## src/htfc_pkg.sv

```systemverilog
package htfc_pkg;

  // ----------------------------------------
  // timing
  // ----------------------------------------
  localparam int unsigned CLK_KHZ       = 40000;
  localparam int unsigned LINE_RATE_KHZ = 1552;
  // shortest legal bit period rounds the divider down
  localparam int unsigned BIT_DIV       = CLK_KHZ / LINE_RATE_KHZ;

  // ----------------------------------------
  // register map
  // ----------------------------------------
  localparam logic [7:0] OFS_TX_FRAME_CONTROL  = 8'ha8;
  localparam logic [7:0] OFS_TX_SYNC_WORD_HEAD = 8'ha9;
  localparam logic [7:0] OFS_TX_SYNC_WORD_TAIL = 8'haa;
  localparam logic [7:0] OFS_RSVD_LO           = 8'hab;
  localparam logic [7:0] OFS_RSVD_HI           = 8'hb0;
  localparam logic [7:0] OFS_TX_OVERHEAD_ONE   = 8'hb1;
  localparam logic [7:0] OFS_TX_OVERHEAD_TWO   = 8'hb2;
  localparam logic [7:0] OFS_TX_OVERHEAD_THREE = 8'hb3;
  localparam logic [7:0] OFS_TX_OVERHEAD_FOUR  = 8'hb4;
  localparam logic [7:0] REG_RST               = 8'h00;

  // control field positions
  localparam int unsigned CTL_OVH_NML   = 7;
  localparam int unsigned CTL_RX_POLY   = 6;
  localparam int unsigned CTL_RX_SCR_EN = 5;
  localparam int unsigned CTL_TX_POLY   = 4;
  localparam int unsigned CTL_TX_SCR_EN = 3;
  localparam int unsigned CTL_SYNC_INH  = 2;
  localparam int unsigned CTL_SEND_ST   = 1;
  localparam int unsigned CTL_PAY_FRC   = 0;

  // ----------------------------------------
  // frame layout: sync, overhead, payload, stuff
  // ----------------------------------------
  localparam int unsigned SYNC_BITS   = 10;
  localparam int unsigned OVH_BITS    = 28;
  localparam int unsigned PAY_BITS    = 64;
  localparam int unsigned STUFF_BITS  = 4;
  localparam int unsigned OVH_START   = SYNC_BITS;
  localparam int unsigned PAY_START   = OVH_START + OVH_BITS;
  localparam int unsigned STUFF_START = PAY_START + PAY_BITS;
  localparam int unsigned FRAME_BITS  = STUFF_START + STUFF_BITS;

  // scrambler x^-23 taps (lfsr[0] is the newest bit)
  localparam int unsigned SCR_LEN     = 23;
  localparam int unsigned TAP_C2R     = 17;
  localparam int unsigned TAP_R2C     = 4;

  // ----------------------------------------
  // types
  // ----------------------------------------
  typedef logic [6:0] htfc_cnt_t;
  typedef logic [4:0] htfc_div_t;

  typedef struct packed {
    logic [7:0] ctrl;
    logic [7:0] sw_head;
    logic [1:0] sw_tail;
    logic [7:0] ovh1;
    logic [7:0] ovh2;
    logic [7:0] ovh3;
    logic [7:0] ovh4;
  } htfc_regs_s;

  typedef struct packed {
    logic       cs_n;
    logic       wr_n;
    logic       rd_n;
    logic [7:0] addr;
    logic [7:0] data;
  } htfc_upi_s;

  typedef struct packed {
    logic bit_v;
    logic stb;
  } htfc_rx_s;

  typedef struct packed {
    htfc_regs_s regs;
    htfc_regs_s snap;
    htfc_cnt_t  cnt;
    htfc_upi_s  upi1;
    htfc_upi_s  upi2;
    logic       wr_q;
    logic [7:0] rd_data;
    logic       data_oe;
    logic       line_bit;
    logic       line_vld;
    logic       take;
    htfc_rx_s   rx1;
    htfc_rx_s   rx2;
    logic       rx_stb_q;
    logic       rx_bit;
    logic       rx_vld;
  } htfc_top_s;

  typedef struct packed {
    logic [SCR_LEN-1:0] lfsr;
  } htfc_scr_s;

  typedef struct packed {
    htfc_div_t cnt;
    logic      tick;
  } htfc_divs_s;

  localparam htfc_regs_s REGS_RST = '{REG_RST, REG_RST, REG_RST[1:0], REG_RST, REG_RST, REG_RST, REG_RST};
  localparam htfc_upi_s  UPI_IDLE = '{1'b1, 1'b1, 1'b1, 8'h00, 8'h00};

endpackage

```

## src/htfc_bit_divider.sv

```systemverilog
`timescale 1ns/10ps
module htfc_bit_divider #(
  parameter htfc_pkg::htfc_div_t DIV = htfc_pkg::htfc_div_t'(htfc_pkg::BIT_DIV)
) (
  input  wire logic clk,
  input  wire logic rst,
  output logic      tick
);
  import htfc_pkg::*;

  htfc_divs_s s;
  htfc_divs_s n;

  // ----------------------------------------
  // one-cycle enable every DIV clocks
  // ----------------------------------------
  always_comb begin
    n      = s;
    n.tick = 1'b0;
    if (s.cnt == DIV - 5'h01) begin
      n.cnt  = '0;
      n.tick = 1'b1;
    end else begin
      n.cnt  = s.cnt + 5'h01;
    end
  end

  always_ff @(posedge clk) begin
    if (rst) begin
      s <= '0;
    end else begin
      s <= n;
    end
  end

  assign tick = s.tick;

endmodule // htfc_bit_divider

```

## src/htfc_scrambler.sv

```systemverilog
`timescale 1ns/10ps
module htfc_scrambler #(
  parameter bit DESCRAMBLE = 1'b0
) (
  input  wire logic clk,
  input  wire logic rst,
  input  wire logic step,
  input  wire logic enable,
  input  wire logic poly_r2c,
  input  wire logic din,
  output logic      dout
);
  import htfc_pkg::*;

  htfc_scr_s s;
  htfc_scr_s n;
  logic      fb;

  // ----------------------------------------
  // self-synchronising x^-23 scrambler
  // ----------------------------------------
  assign fb   = s.lfsr[SCR_LEN-1] ^ (poly_r2c ? s.lfsr[TAP_R2C] : s.lfsr[TAP_C2R]);
  assign dout = enable ? (din ^ fb) : din;

  // held while bypassed so re-enabling resumes from a known history
  always_comb begin
    n = s;
    if (step && enable) begin
      n.lfsr = {s.lfsr[SCR_LEN-2:0], (DESCRAMBLE ? din : dout)};
    end
  end

  always_ff @(posedge clk) begin
    if (rst) begin
      s <= '0;
    end else begin
      s <= n;
    end
  end

endmodule // htfc_scrambler

```

## src/htfc_tx_frame_ctrl.sv

```systemverilog
`timescale 1ns/10ps
module htfc_tx_frame_ctrl (
  input  wire logic       CLK_SYS,
  input  wire logic       RST,
  input  wire logic       UP_CS_N,
  input  wire logic       UP_WR_N,
  input  wire logic       UP_RD_N,
  input  wire logic [7:0] UP_ADDR,
  input  wire logic [7:0] UP_DATA_I,
  output logic      [7:0] UP_DATA_O,
  output logic            UP_DATA_OE,
  input  wire logic       PAYLOAD_BIT,
  output logic            PAYLOAD_TAKE,
  output logic            TX_LINE_BIT,
  output logic            TX_LINE_VALID,
  input  wire logic       RX_LINE_BIT,
  input  wire logic       RX_BIT_STROBE,
  output logic            RX_DATA_BIT,
  output logic            RX_DATA_VALID
);
  import htfc_pkg::*;

  htfc_top_s  s;
  htfc_top_s  n;
  logic       bit_en;
  logic       wr_commit;
  logic       rx_step;
  htfc_regs_s src;
  logic [9:0] sync_word;
  logic [27:0] ovh_word;
  htfc_cnt_t  sync_idx;
  htfc_cnt_t  ovh_idx;
  htfc_cnt_t  stuff_idx;
  logic       cls_sync;
  logic       cls_ovh;
  logic       cls_pay;
  logic       cls_stuff;
  logic       pay_frc;
  logic       sync_frc;
  logic       ovh_frc;
  logic       pattern;
  logic       raw_bit;
  logic       plain_bit;
  logic       scr_out;
  logic       dscr_out;

  // ----------------------------------------
  // register read mux
  // ----------------------------------------
  function automatic logic [7:0] rd_mux(input logic [7:0] a, input htfc_regs_s r);
    logic [7:0] v;
    v = 8'h00;
    unique case (a)
      OFS_TX_FRAME_CONTROL:  v = r.ctrl;
      OFS_TX_SYNC_WORD_HEAD: v = r.sw_head;
      OFS_TX_SYNC_WORD_TAIL: v = {6'h00, r.sw_tail};
      OFS_TX_OVERHEAD_ONE:   v = r.ovh1;
      OFS_TX_OVERHEAD_TWO:   v = r.ovh2;
      OFS_TX_OVERHEAD_THREE: v = r.ovh3;
      OFS_TX_OVERHEAD_FOUR:  v = r.ovh4;
      default:               v = 8'h00;   // reserved ABh..B0h and unmapped read zero
    endcase
    return v;
  endfunction

  // ----------------------------------------
  // bit timing and scramblers
  // ----------------------------------------
  htfc_bit_divider u_div (
    .clk  (CLK_SYS),
    .rst  (RST),
    .tick (bit_en)
  );

  htfc_scrambler #(.DESCRAMBLE(1'b0)) u_scr (
    .clk      (CLK_SYS),
    .rst      (RST),
    .step     (bit_en && !cls_sync),
    .enable   (src.ctrl[CTL_TX_SCR_EN]),
    .poly_r2c (src.ctrl[CTL_TX_POLY]),
    .din      (plain_bit),
    .dout     (scr_out)
  );

  htfc_scrambler #(.DESCRAMBLE(1'b1)) u_dscr (
    .clk      (CLK_SYS),
    .rst      (RST),
    .step     (rx_step),
    .enable   (s.regs.ctrl[CTL_RX_SCR_EN]),
    .poly_r2c (s.regs.ctrl[CTL_RX_POLY]),
    .din      (s.rx2.bit_v),
    .dout     (dscr_out)
  );

  // ----------------------------------------
  // frame bit selection
  // ----------------------------------------
  // first bit of a frame reads live registers; the rest read the snapshot
  assign src       = (s.cnt == '0) ? s.regs : s.snap;
  assign sync_word = {src.sw_head, src.sw_tail};
  assign ovh_word  = {src.ovh1, src.ovh2, src.ovh3, src.ovh4[7:4]};
  assign sync_idx  = htfc_cnt_t'(SYNC_BITS - 1) - s.cnt;
  assign ovh_idx   = htfc_cnt_t'(PAY_START - 1) - s.cnt;
  assign stuff_idx = htfc_cnt_t'(FRAME_BITS - 1) - s.cnt;
  assign cls_sync  = s.cnt < htfc_cnt_t'(OVH_START);
  assign cls_ovh   = !cls_sync && s.cnt < htfc_cnt_t'(PAY_START);
  assign cls_pay   = !cls_sync && !cls_ovh && s.cnt < htfc_cnt_t'(STUFF_START);
  assign cls_stuff = s.cnt >= htfc_cnt_t'(STUFF_START);

  assign pay_frc   = src.ctrl[CTL_PAY_FRC];
  assign sync_frc  = pay_frc && src.ctrl[CTL_SYNC_INH];
  assign ovh_frc   = pay_frc && (src.ctrl[CTL_SYNC_INH] || !src.ctrl[CTL_OVH_NML]);
  assign pattern   = src.ctrl[CTL_SEND_ST];

  always_comb begin
    raw_bit = PAYLOAD_BIT;
    if (cls_sync) begin
      raw_bit = sync_word[sync_idx[3:0]];
    end else if (cls_ovh) begin
      raw_bit = ovh_word[ovh_idx[4:0]];
    end else if (cls_stuff) begin
      raw_bit = src.ovh4[stuff_idx[1:0]];
    end
  end

  assign plain_bit = ((cls_sync || cls_stuff) && sync_frc) || (cls_ovh && ovh_frc) || (cls_pay && pay_frc)
                     ? pattern : raw_bit;

  // ----------------------------------------
  // processor port
  // ----------------------------------------
  // write commits on the rising edge of the strobe; data must be held past it
  assign wr_commit = !s.upi2.cs_n && s.upi2.wr_n && !s.wr_q;
  assign rx_step   = s.rx2.stb && !s.rx_stb_q;

  always_comb begin
    n        = s;
    n.upi1   = '{UP_CS_N, UP_WR_N, UP_RD_N, UP_ADDR, UP_DATA_I};
    n.upi2   = s.upi1;
    n.wr_q   = s.upi2.wr_n;
    if (wr_commit) begin
      unique case (s.upi2.addr)
        OFS_TX_FRAME_CONTROL:  n.regs.ctrl    = s.upi2.data;
        OFS_TX_SYNC_WORD_HEAD: n.regs.sw_head = s.upi2.data;
        OFS_TX_SYNC_WORD_TAIL: n.regs.sw_tail = s.upi2.data[1:0];   // upper bits dropped
        OFS_TX_OVERHEAD_ONE:   n.regs.ovh1    = s.upi2.data;
        OFS_TX_OVERHEAD_TWO:   n.regs.ovh2    = s.upi2.data;
        OFS_TX_OVERHEAD_THREE: n.regs.ovh3    = s.upi2.data;
        OFS_TX_OVERHEAD_FOUR:  n.regs.ovh4    = s.upi2.data;
        default:               n.regs         = s.regs;   // reserved writes ignored
      endcase
    end
    n.data_oe = !s.upi2.cs_n && !s.upi2.rd_n;
    n.rd_data = rd_mux(s.upi2.addr, s.regs);

    // transmit frame
    n.line_vld = 1'b0;
    n.take     = 1'b0;
    if (bit_en) begin
      if (s.cnt == '0) begin
        n.snap = s.regs;
      end
      n.line_bit = cls_sync ? plain_bit : scr_out;   // sync word never scrambled
      n.line_vld = 1'b1;
      n.take     = cls_pay;
      n.cnt      = (s.cnt == htfc_cnt_t'(FRAME_BITS - 1)) ? '0 : s.cnt + 7'h01;
    end

    // receive descrambler path
    n.rx1      = '{RX_LINE_BIT, RX_BIT_STROBE};
    n.rx2      = s.rx1;
    n.rx_stb_q = s.rx2.stb;
    n.rx_vld   = rx_step;
    if (rx_step) begin
      n.rx_bit = dscr_out;
    end
  end

  always_ff @(posedge CLK_SYS) begin
    if (RST) begin
      s      <= '0;
      s.regs <= REGS_RST;
      s.snap <= REGS_RST;
      s.upi1 <= UPI_IDLE;
      s.upi2 <= UPI_IDLE;
      s.wr_q <= 1'b1;
    end else begin
      s <= n;
    end
  end

  assign UP_DATA_O     = s.rd_data;
  assign UP_DATA_OE    = s.data_oe;
  assign PAYLOAD_TAKE  = s.take;
  assign TX_LINE_BIT   = s.line_bit;
  assign TX_LINE_VALID = s.line_vld;
  assign RX_DATA_BIT   = s.rx_bit;
  assign RX_DATA_VALID = s.rx_vld;

  // ----------------------------------------
  // assertions
  // ----------------------------------------
  property p_ovh_forced;
    @(posedge CLK_SYS) disable iff (RST)
    bit_en && cls_ovh && src.ctrl[CTL_PAY_FRC] && !src.ctrl[CTL_OVH_NML] && !src.ctrl[CTL_TX_SCR_EN]
      |=> TX_LINE_BIT == $past(src.ctrl[CTL_SEND_ST]);
  endproperty
  a_ovh_forced: assert property (p_ovh_forced) else $error("overhead not forced");

  property p_sync_forced;
    @(posedge CLK_SYS) disable iff (RST)
    bit_en && cls_sync && src.ctrl[CTL_PAY_FRC] && src.ctrl[CTL_SYNC_INH]
      |=> TX_LINE_VALID && TX_LINE_BIT == $past(src.ctrl[CTL_SEND_ST]);
  endproperty
  a_sync_forced: assert property (p_sync_forced) else $error("sync word not forced");

  property p_pay_forced;
    @(posedge CLK_SYS) disable iff (RST)
    bit_en && cls_pay && src.ctrl[CTL_PAY_FRC] && !src.ctrl[CTL_TX_SCR_EN]
      |=> PAYLOAD_TAKE && TX_LINE_BIT == $past(src.ctrl[CTL_SEND_ST]);
  endproperty
  a_pay_forced: assert property (p_pay_forced) else $error("payload not forced");

  property p_all_normal;
    @(posedge CLK_SYS) disable iff (RST)
    bit_en && !src.ctrl[CTL_PAY_FRC] && !src.ctrl[CTL_TX_SCR_EN] && (cls_pay || cls_ovh)
      |=> TX_LINE_BIT == $past(raw_bit);
  endproperty
  a_all_normal: assert property (p_all_normal) else $error("normal data altered");

  property p_sync_first;
    @(posedge CLK_SYS) disable iff (RST)
    bit_en && s.cnt == '0 && !(s.regs.ctrl[CTL_PAY_FRC] && s.regs.ctrl[CTL_SYNC_INH])
      |=> TX_LINE_BIT == $past(s.regs.sw_head[7]);
  endproperty
  a_sync_first: assert property (p_sync_first) else $error("sync word msb not first");

  property p_sync_last;
    @(posedge CLK_SYS) disable iff (RST)
    bit_en && s.cnt == htfc_cnt_t'(SYNC_BITS - 1) && !sync_frc
      |=> TX_LINE_BIT == $past(s.snap.sw_tail[0]);
  endproperty
  a_sync_last: assert property (p_sync_last) else $error("sync tail bit 0 not last");

  property p_snap_hold;
    @(posedge CLK_SYS) disable iff (RST)
    !(bit_en && s.cnt == '0) |=> $stable(s.snap);
  endproperty
  a_snap_hold: assert property (p_snap_hold) else $error("snapshot changed mid frame");

  property p_rsvd_write;
    @(posedge CLK_SYS) disable iff (RST)
    wr_commit && s.upi2.addr >= OFS_RSVD_LO && s.upi2.addr <= OFS_RSVD_HI |=> $stable(s.regs);
  endproperty
  a_rsvd_write: assert property (p_rsvd_write) else $error("reserved write changed state");

  property p_dscr_bypass;
    @(posedge CLK_SYS) disable iff (RST)
    rx_step && !s.regs.ctrl[CTL_RX_SCR_EN] |=> RX_DATA_VALID && RX_DATA_BIT == $past(s.rx2.bit_v);
  endproperty
  a_dscr_bypass: assert property (p_dscr_bypass) else $error("descrambler not bypassed");

  property p_stuff_forced;
    @(posedge CLK_SYS) disable iff (RST)
    bit_en && cls_stuff && sync_frc && !src.ctrl[CTL_TX_SCR_EN]
      |=> TX_LINE_BIT == $past(src.ctrl[CTL_SEND_ST]);
  endproperty
  a_stuff_forced: assert property (p_stuff_forced) else $error("stuff bits not forced");

  property p_ovh_first;
    @(posedge CLK_SYS) disable iff (RST)
    bit_en && s.cnt == htfc_cnt_t'(OVH_START) && !ovh_frc && !src.ctrl[CTL_TX_SCR_EN]
      |=> TX_LINE_BIT == $past(s.snap.ovh1[7]);
  endproperty
  a_ovh_first: assert property (p_ovh_first) else $error("overhead one bit 7 not first");

  property p_stuff_first;
    @(posedge CLK_SYS) disable iff (RST)
    bit_en && s.cnt == htfc_cnt_t'(STUFF_START) && !sync_frc && !src.ctrl[CTL_TX_SCR_EN]
      |=> TX_LINE_BIT == $past(s.snap.ovh4[3]);
  endproperty
  a_stuff_first: assert property (p_stuff_first) else $error("stuff bit one not first");

  property p_take_pay;
    @(posedge CLK_SYS) disable iff (RST)
    bit_en |=> TX_LINE_VALID && PAYLOAD_TAKE == $past(cls_pay);
  endproperty
  a_take_pay: assert property (p_take_pay) else $error("payload take outside payload");

  property p_rsvd_read;
    @(posedge CLK_SYS) disable iff (RST)
    !s.upi2.cs_n && !s.upi2.rd_n && s.upi2.addr >= OFS_RSVD_LO && s.upi2.addr <= OFS_RSVD_HI
      |=> UP_DATA_OE && UP_DATA_O == 8'h00;
  endproperty
  a_rsvd_read: assert property (p_rsvd_read) else $error("reserved read not zero");

  c_sync_forced: cover property (@(posedge CLK_SYS) disable iff (RST) bit_en && cls_sync && sync_frc);
  c_pay_forced:  cover property (@(posedge CLK_SYS) disable iff (RST) bit_en && cls_pay && pay_frc);
  c_reg_write:   cover property (@(posedge CLK_SYS) disable iff (RST) wr_commit);
  c_rx_step:     cover property (@(posedge CLK_SYS) disable iff (RST) rx_step);

endmodule // htfc_tx_frame_ctrl

```

## config.mk

```make
export PLATFORM = sky130hd
export DESIGN_NAME = htfc_tx_frame_ctrl
export DESIGN_NICKNAME = d
export VERILOG_FILES = /design/src/htfc_pkg.sv /design/src/htfc_bit_divider.sv /design/src/htfc_scrambler.sv /design/src/htfc_tx_frame_ctrl.sv
export SDC_FILE = /design/constraint.sdc
export NUM_CORES = 1
export LEC_CHECK = 0
export BUFFER_PORTS_ARGS = -buffer_cell sky130_fd_sc_hd__buf_2
export CAP_MARGIN = 10
export CORE_AREA = 2 2 192 194
export DETAILED_ROUTE_END_ITERATION = 16
export DIE_AREA = 0 0 194 196
export PLACE_DENSITY = 0.5
export SYNTH_ARGS = -nofsm -noshare
export SYNTH_HDL_FRONTEND = slang
export SYNTH_SLANG_ARGS = --single-unit
```

## constraint.sdc

```tcl
create_clock -name CLK_SYS -period 4.7 [get_ports CLK_SYS]
set_clock_uncertainty 0.15 [all_clocks]
set_input_delay 0.47 -clock CLK_SYS [delete_from_list [all_inputs] [get_ports CLK_SYS]]
set_output_delay 0.47 -clock CLK_SYS [all_outputs]
set_load 0.01 [all_outputs]
```

==> flow_summary.ini <==
[sta]
fin_tns_setup_ns = 0
rsz0062_at_grt = false
worst_slack_ns = 1.015
min_period_ns = 3.685
slew_violations = 0
finalSetupViolCount = 0
fin_crit_sh = 0.7841
worstMarginPinSlew_ns = 1.012
fmax_mhz = 271.3
final_hold_viol_count = 0
timing.slew.headroom = 0.3229

[routing]
dr.first_iter.drc_count = 560
wirelength_um = 21820
drc = 0
wl_met2_um = 9673
ant_nets = 0
wl_per_cell_um = 14.56
routed_via_density = 4.596
first_pass_iters = 5
vias = 6889
met3_length_um = 922
wl_met1_um = 10720
top_layer = met4

[synth]
yosys_most_used_dff = dfxtp_1
synth_edf_count = 0
yosys-top-cells-area = dfxtp_1 49%, nand2_1 10%, a21oi_1 7.4%, mux2i_1 4.8%, mux4_1 4.5%
synth_fp_nets = 1027
syn_area_mm2 = 0.008848
synth_largest_area_cell = dfxtp_1
synth_warnings = 0
yosys-top-cells-count = 237 x nand2_1, 215 x dfxtp_1, 131 x a21oi_1
synth_seq_area_share = 0.4864
async_reset_ff_frac = 0
synthDistinctLibCells = 60
synth-seq-cells = 215
yosys.cell_count.top_type = nand2_1
syn_avg_cell_area_um2 = 8.884
syn_inst = 996
yosysTopAreaCellShare = 0.4864

[place]
placed_cells = 1439
dpl_cell_area_mm2 = 0.009374
io_buffer_count = 37
dp_worst_setup_slack_ns = 0.9703
routabilityCongestion = 0.8326
post-dp-hpwl_um = 14090

[hold_path]
hold_class = in -> reg

[floorplanning]
rows = 70
die_area_mm2 = 0.03802
io-pin-count = 38
die_h_um = 196
core_mm2 = 0.03608
start_util = 0.2452
die_w_um = 194

[layout]
antenna_cells = 0
final_cell_area_mm2 = 0.01034
layoutNonFillerInstCount = 1499
drive_gt1_frac = 0.1125
final_util = 0.2865
synthToLayoutAreaGrowth_pct = 16.84
nets = 1044

[cts]
numCtsBuffers = 25
cts_buffer_depth = 3
ctsRootBufferMaster = clkbuf_16
clock-sinks = 215
cts_tree = yes
h-tree-depth = 1
post_cts_buffers = 0
worstSkewPairLatency_ns = 0.52
clk_pin_slew_worst_paths_ns = 0.06
hold_buffers = 15
ctsResizeCount = 0

[global_routing]
grt-ovfl-total = 0
grt_pass1_vias = 6400
antenna_found_initial = 0
grt_use_total = 0.1119
grt_pass1_wl_um = 35020
grt_max_degree = 112

[run_status]
outcome = complete, no violations

[worst_setup_path]
worst_setup_path_start_kind = register
required_ns = 4.97
worstSetupPathType = reg -> reg
critical_path_arrival_ns = 3.95
path_max_fanout = 23
endpoint_kind = register

[flow_run]
drv_cap = 0

[pwr]
p_leak_nw = 3.607
powerDensity_mw_per_mm2 = 371.1
peakVddDrop_uv = 318.3
-- power by group --
| group | switching, W | internal [W] | leakage [nW] | total (W) |
|---|---|---|---|---|
| clock network | 0.000772 | 0.00113 | 0.401 | 0.00191 |
| registers | 0.0000164 | 0.00184 | 1.74 | 0.00186 |
| logic | 0.0000394 | 0.0000332 | 1.47 | 0.0000727 |
-- worst paths after layout --
path / startpoint / end / slack [ns] / cells after the start
worst max register to register: s[59] / u_scr.s[0] / 1.01 / 11
worst max-delay path: s[59] / u_scr.s[0] / 1.01 / 11
worst min register to register: s[36] / UP_DATA_OE / 0.25 / 1
worst min-delay path: UP_ADDR[1] / n[29] / 0.01 / 2
-- worst max-delay path, stage by stage, from the launching register on --
cell and delay (ns):
dfxtp_1 0.29, buf_4 0.19, inv_1 0.22, ha_1 0.22
or4b_4 0.51, nor2_8 0.36, mux4_2 0.55, a211oi_1 0.30
o32ai_2 0.13, o21ai_1 0.21, a21oi_1 0.13, a2111oi_2 0.29
-- cell families (layout without fill, tap and decap cells) --
| family | after synthesis | after routing | share of synthesized area |
|---|---|---|---|
| buffers and inverters | 84 | 119 | 0.04497 |
| xor gates and xnor gates | 14 | 14 | 0.01386 |
| DFF | 215 | 215 | 0.4864 |
| muxes | 59 | 59 | 0.09587 |
| and+or+nand+nor | 429 | 429 | 0.2231 |
| adders and majority gates | 7 | 7 | 0.009898 |
| AOI/OAI and AO/OA | 188 | 188 | 0.1258 |
-- registers in the layout, indices dropped and copies added, names as in the netlist --
name,cells
u_dscr.s,23
u_div.s,5
TX_LINE_VALID,1
n,23
RX_DATA_VALID,1
TX_LINE_BIT,1
UP_DATA_OE,1
u_scr.s,23
PAYLOAD_TAKE,1
UP_DATA_O,8
s,126
RX_DATA_BIT,1
u_div.tick,1
-- cell type report --
cell class	count	area [µm²]
inverter	8	30.03
timing repair buffer	66	446.7
clock inverter	15	140.1
sequential	215	4304
fill	3831	25750
multi-input combinational	697	4158
tap	468	585.6
clock buffer	30	674.4
-- metrics by stage --
step | hold slack [ns] | power (W)
final | 0.01377 | 0.003837
after global routing | 0.007660 | 0.003977
after CTS | 0.002064 | 0.003889
after detailed placement | 0.2407 | 0.001963
after global placement | 0.2331 | 0.001963
after floorplan | 0.2261 | 0.001937
-- layer usage --
metal / vias to the layer above / track usage
li1: 3433 / -
met2: 173 / 0.1766
met3: 35 / 0.01599
met5: - / 0
met1: 3248 / 0.1580
met4: 0 / 0.03451
-- cell usage in the layout (no fill, tap or decap), types with 4 or more instances in the layout --
cell type,Yosys,final
a211oi_1,6,6
a21oi_1,131,131
a221oi_1,7,7
a22o_1,4,4
a22oi_1,10,10
a31oi_1,4,4
buf_2,4,36
buf_4,10,14
clkbuf_16,0,25
clkinv_2,0,8
dfxtp_1,215,215
dlygate4sd3_1,0,15
ha_1,7,7
inv_1,7,7
mux2i_1,42,42
mux4_1,15,15
nand2_1,237,237
nand2b_1,9,9
nand3_1,33,33
nand4_1,10,10
nor2_1,56,56
nor2b_1,43,43
nor3_1,6,6
o21ai_0,5,5
or2_2,8,8
or3_1,4,4
xnor2_1,7,7
xor2_1,7,7
(Power assumes the default switching activity.)
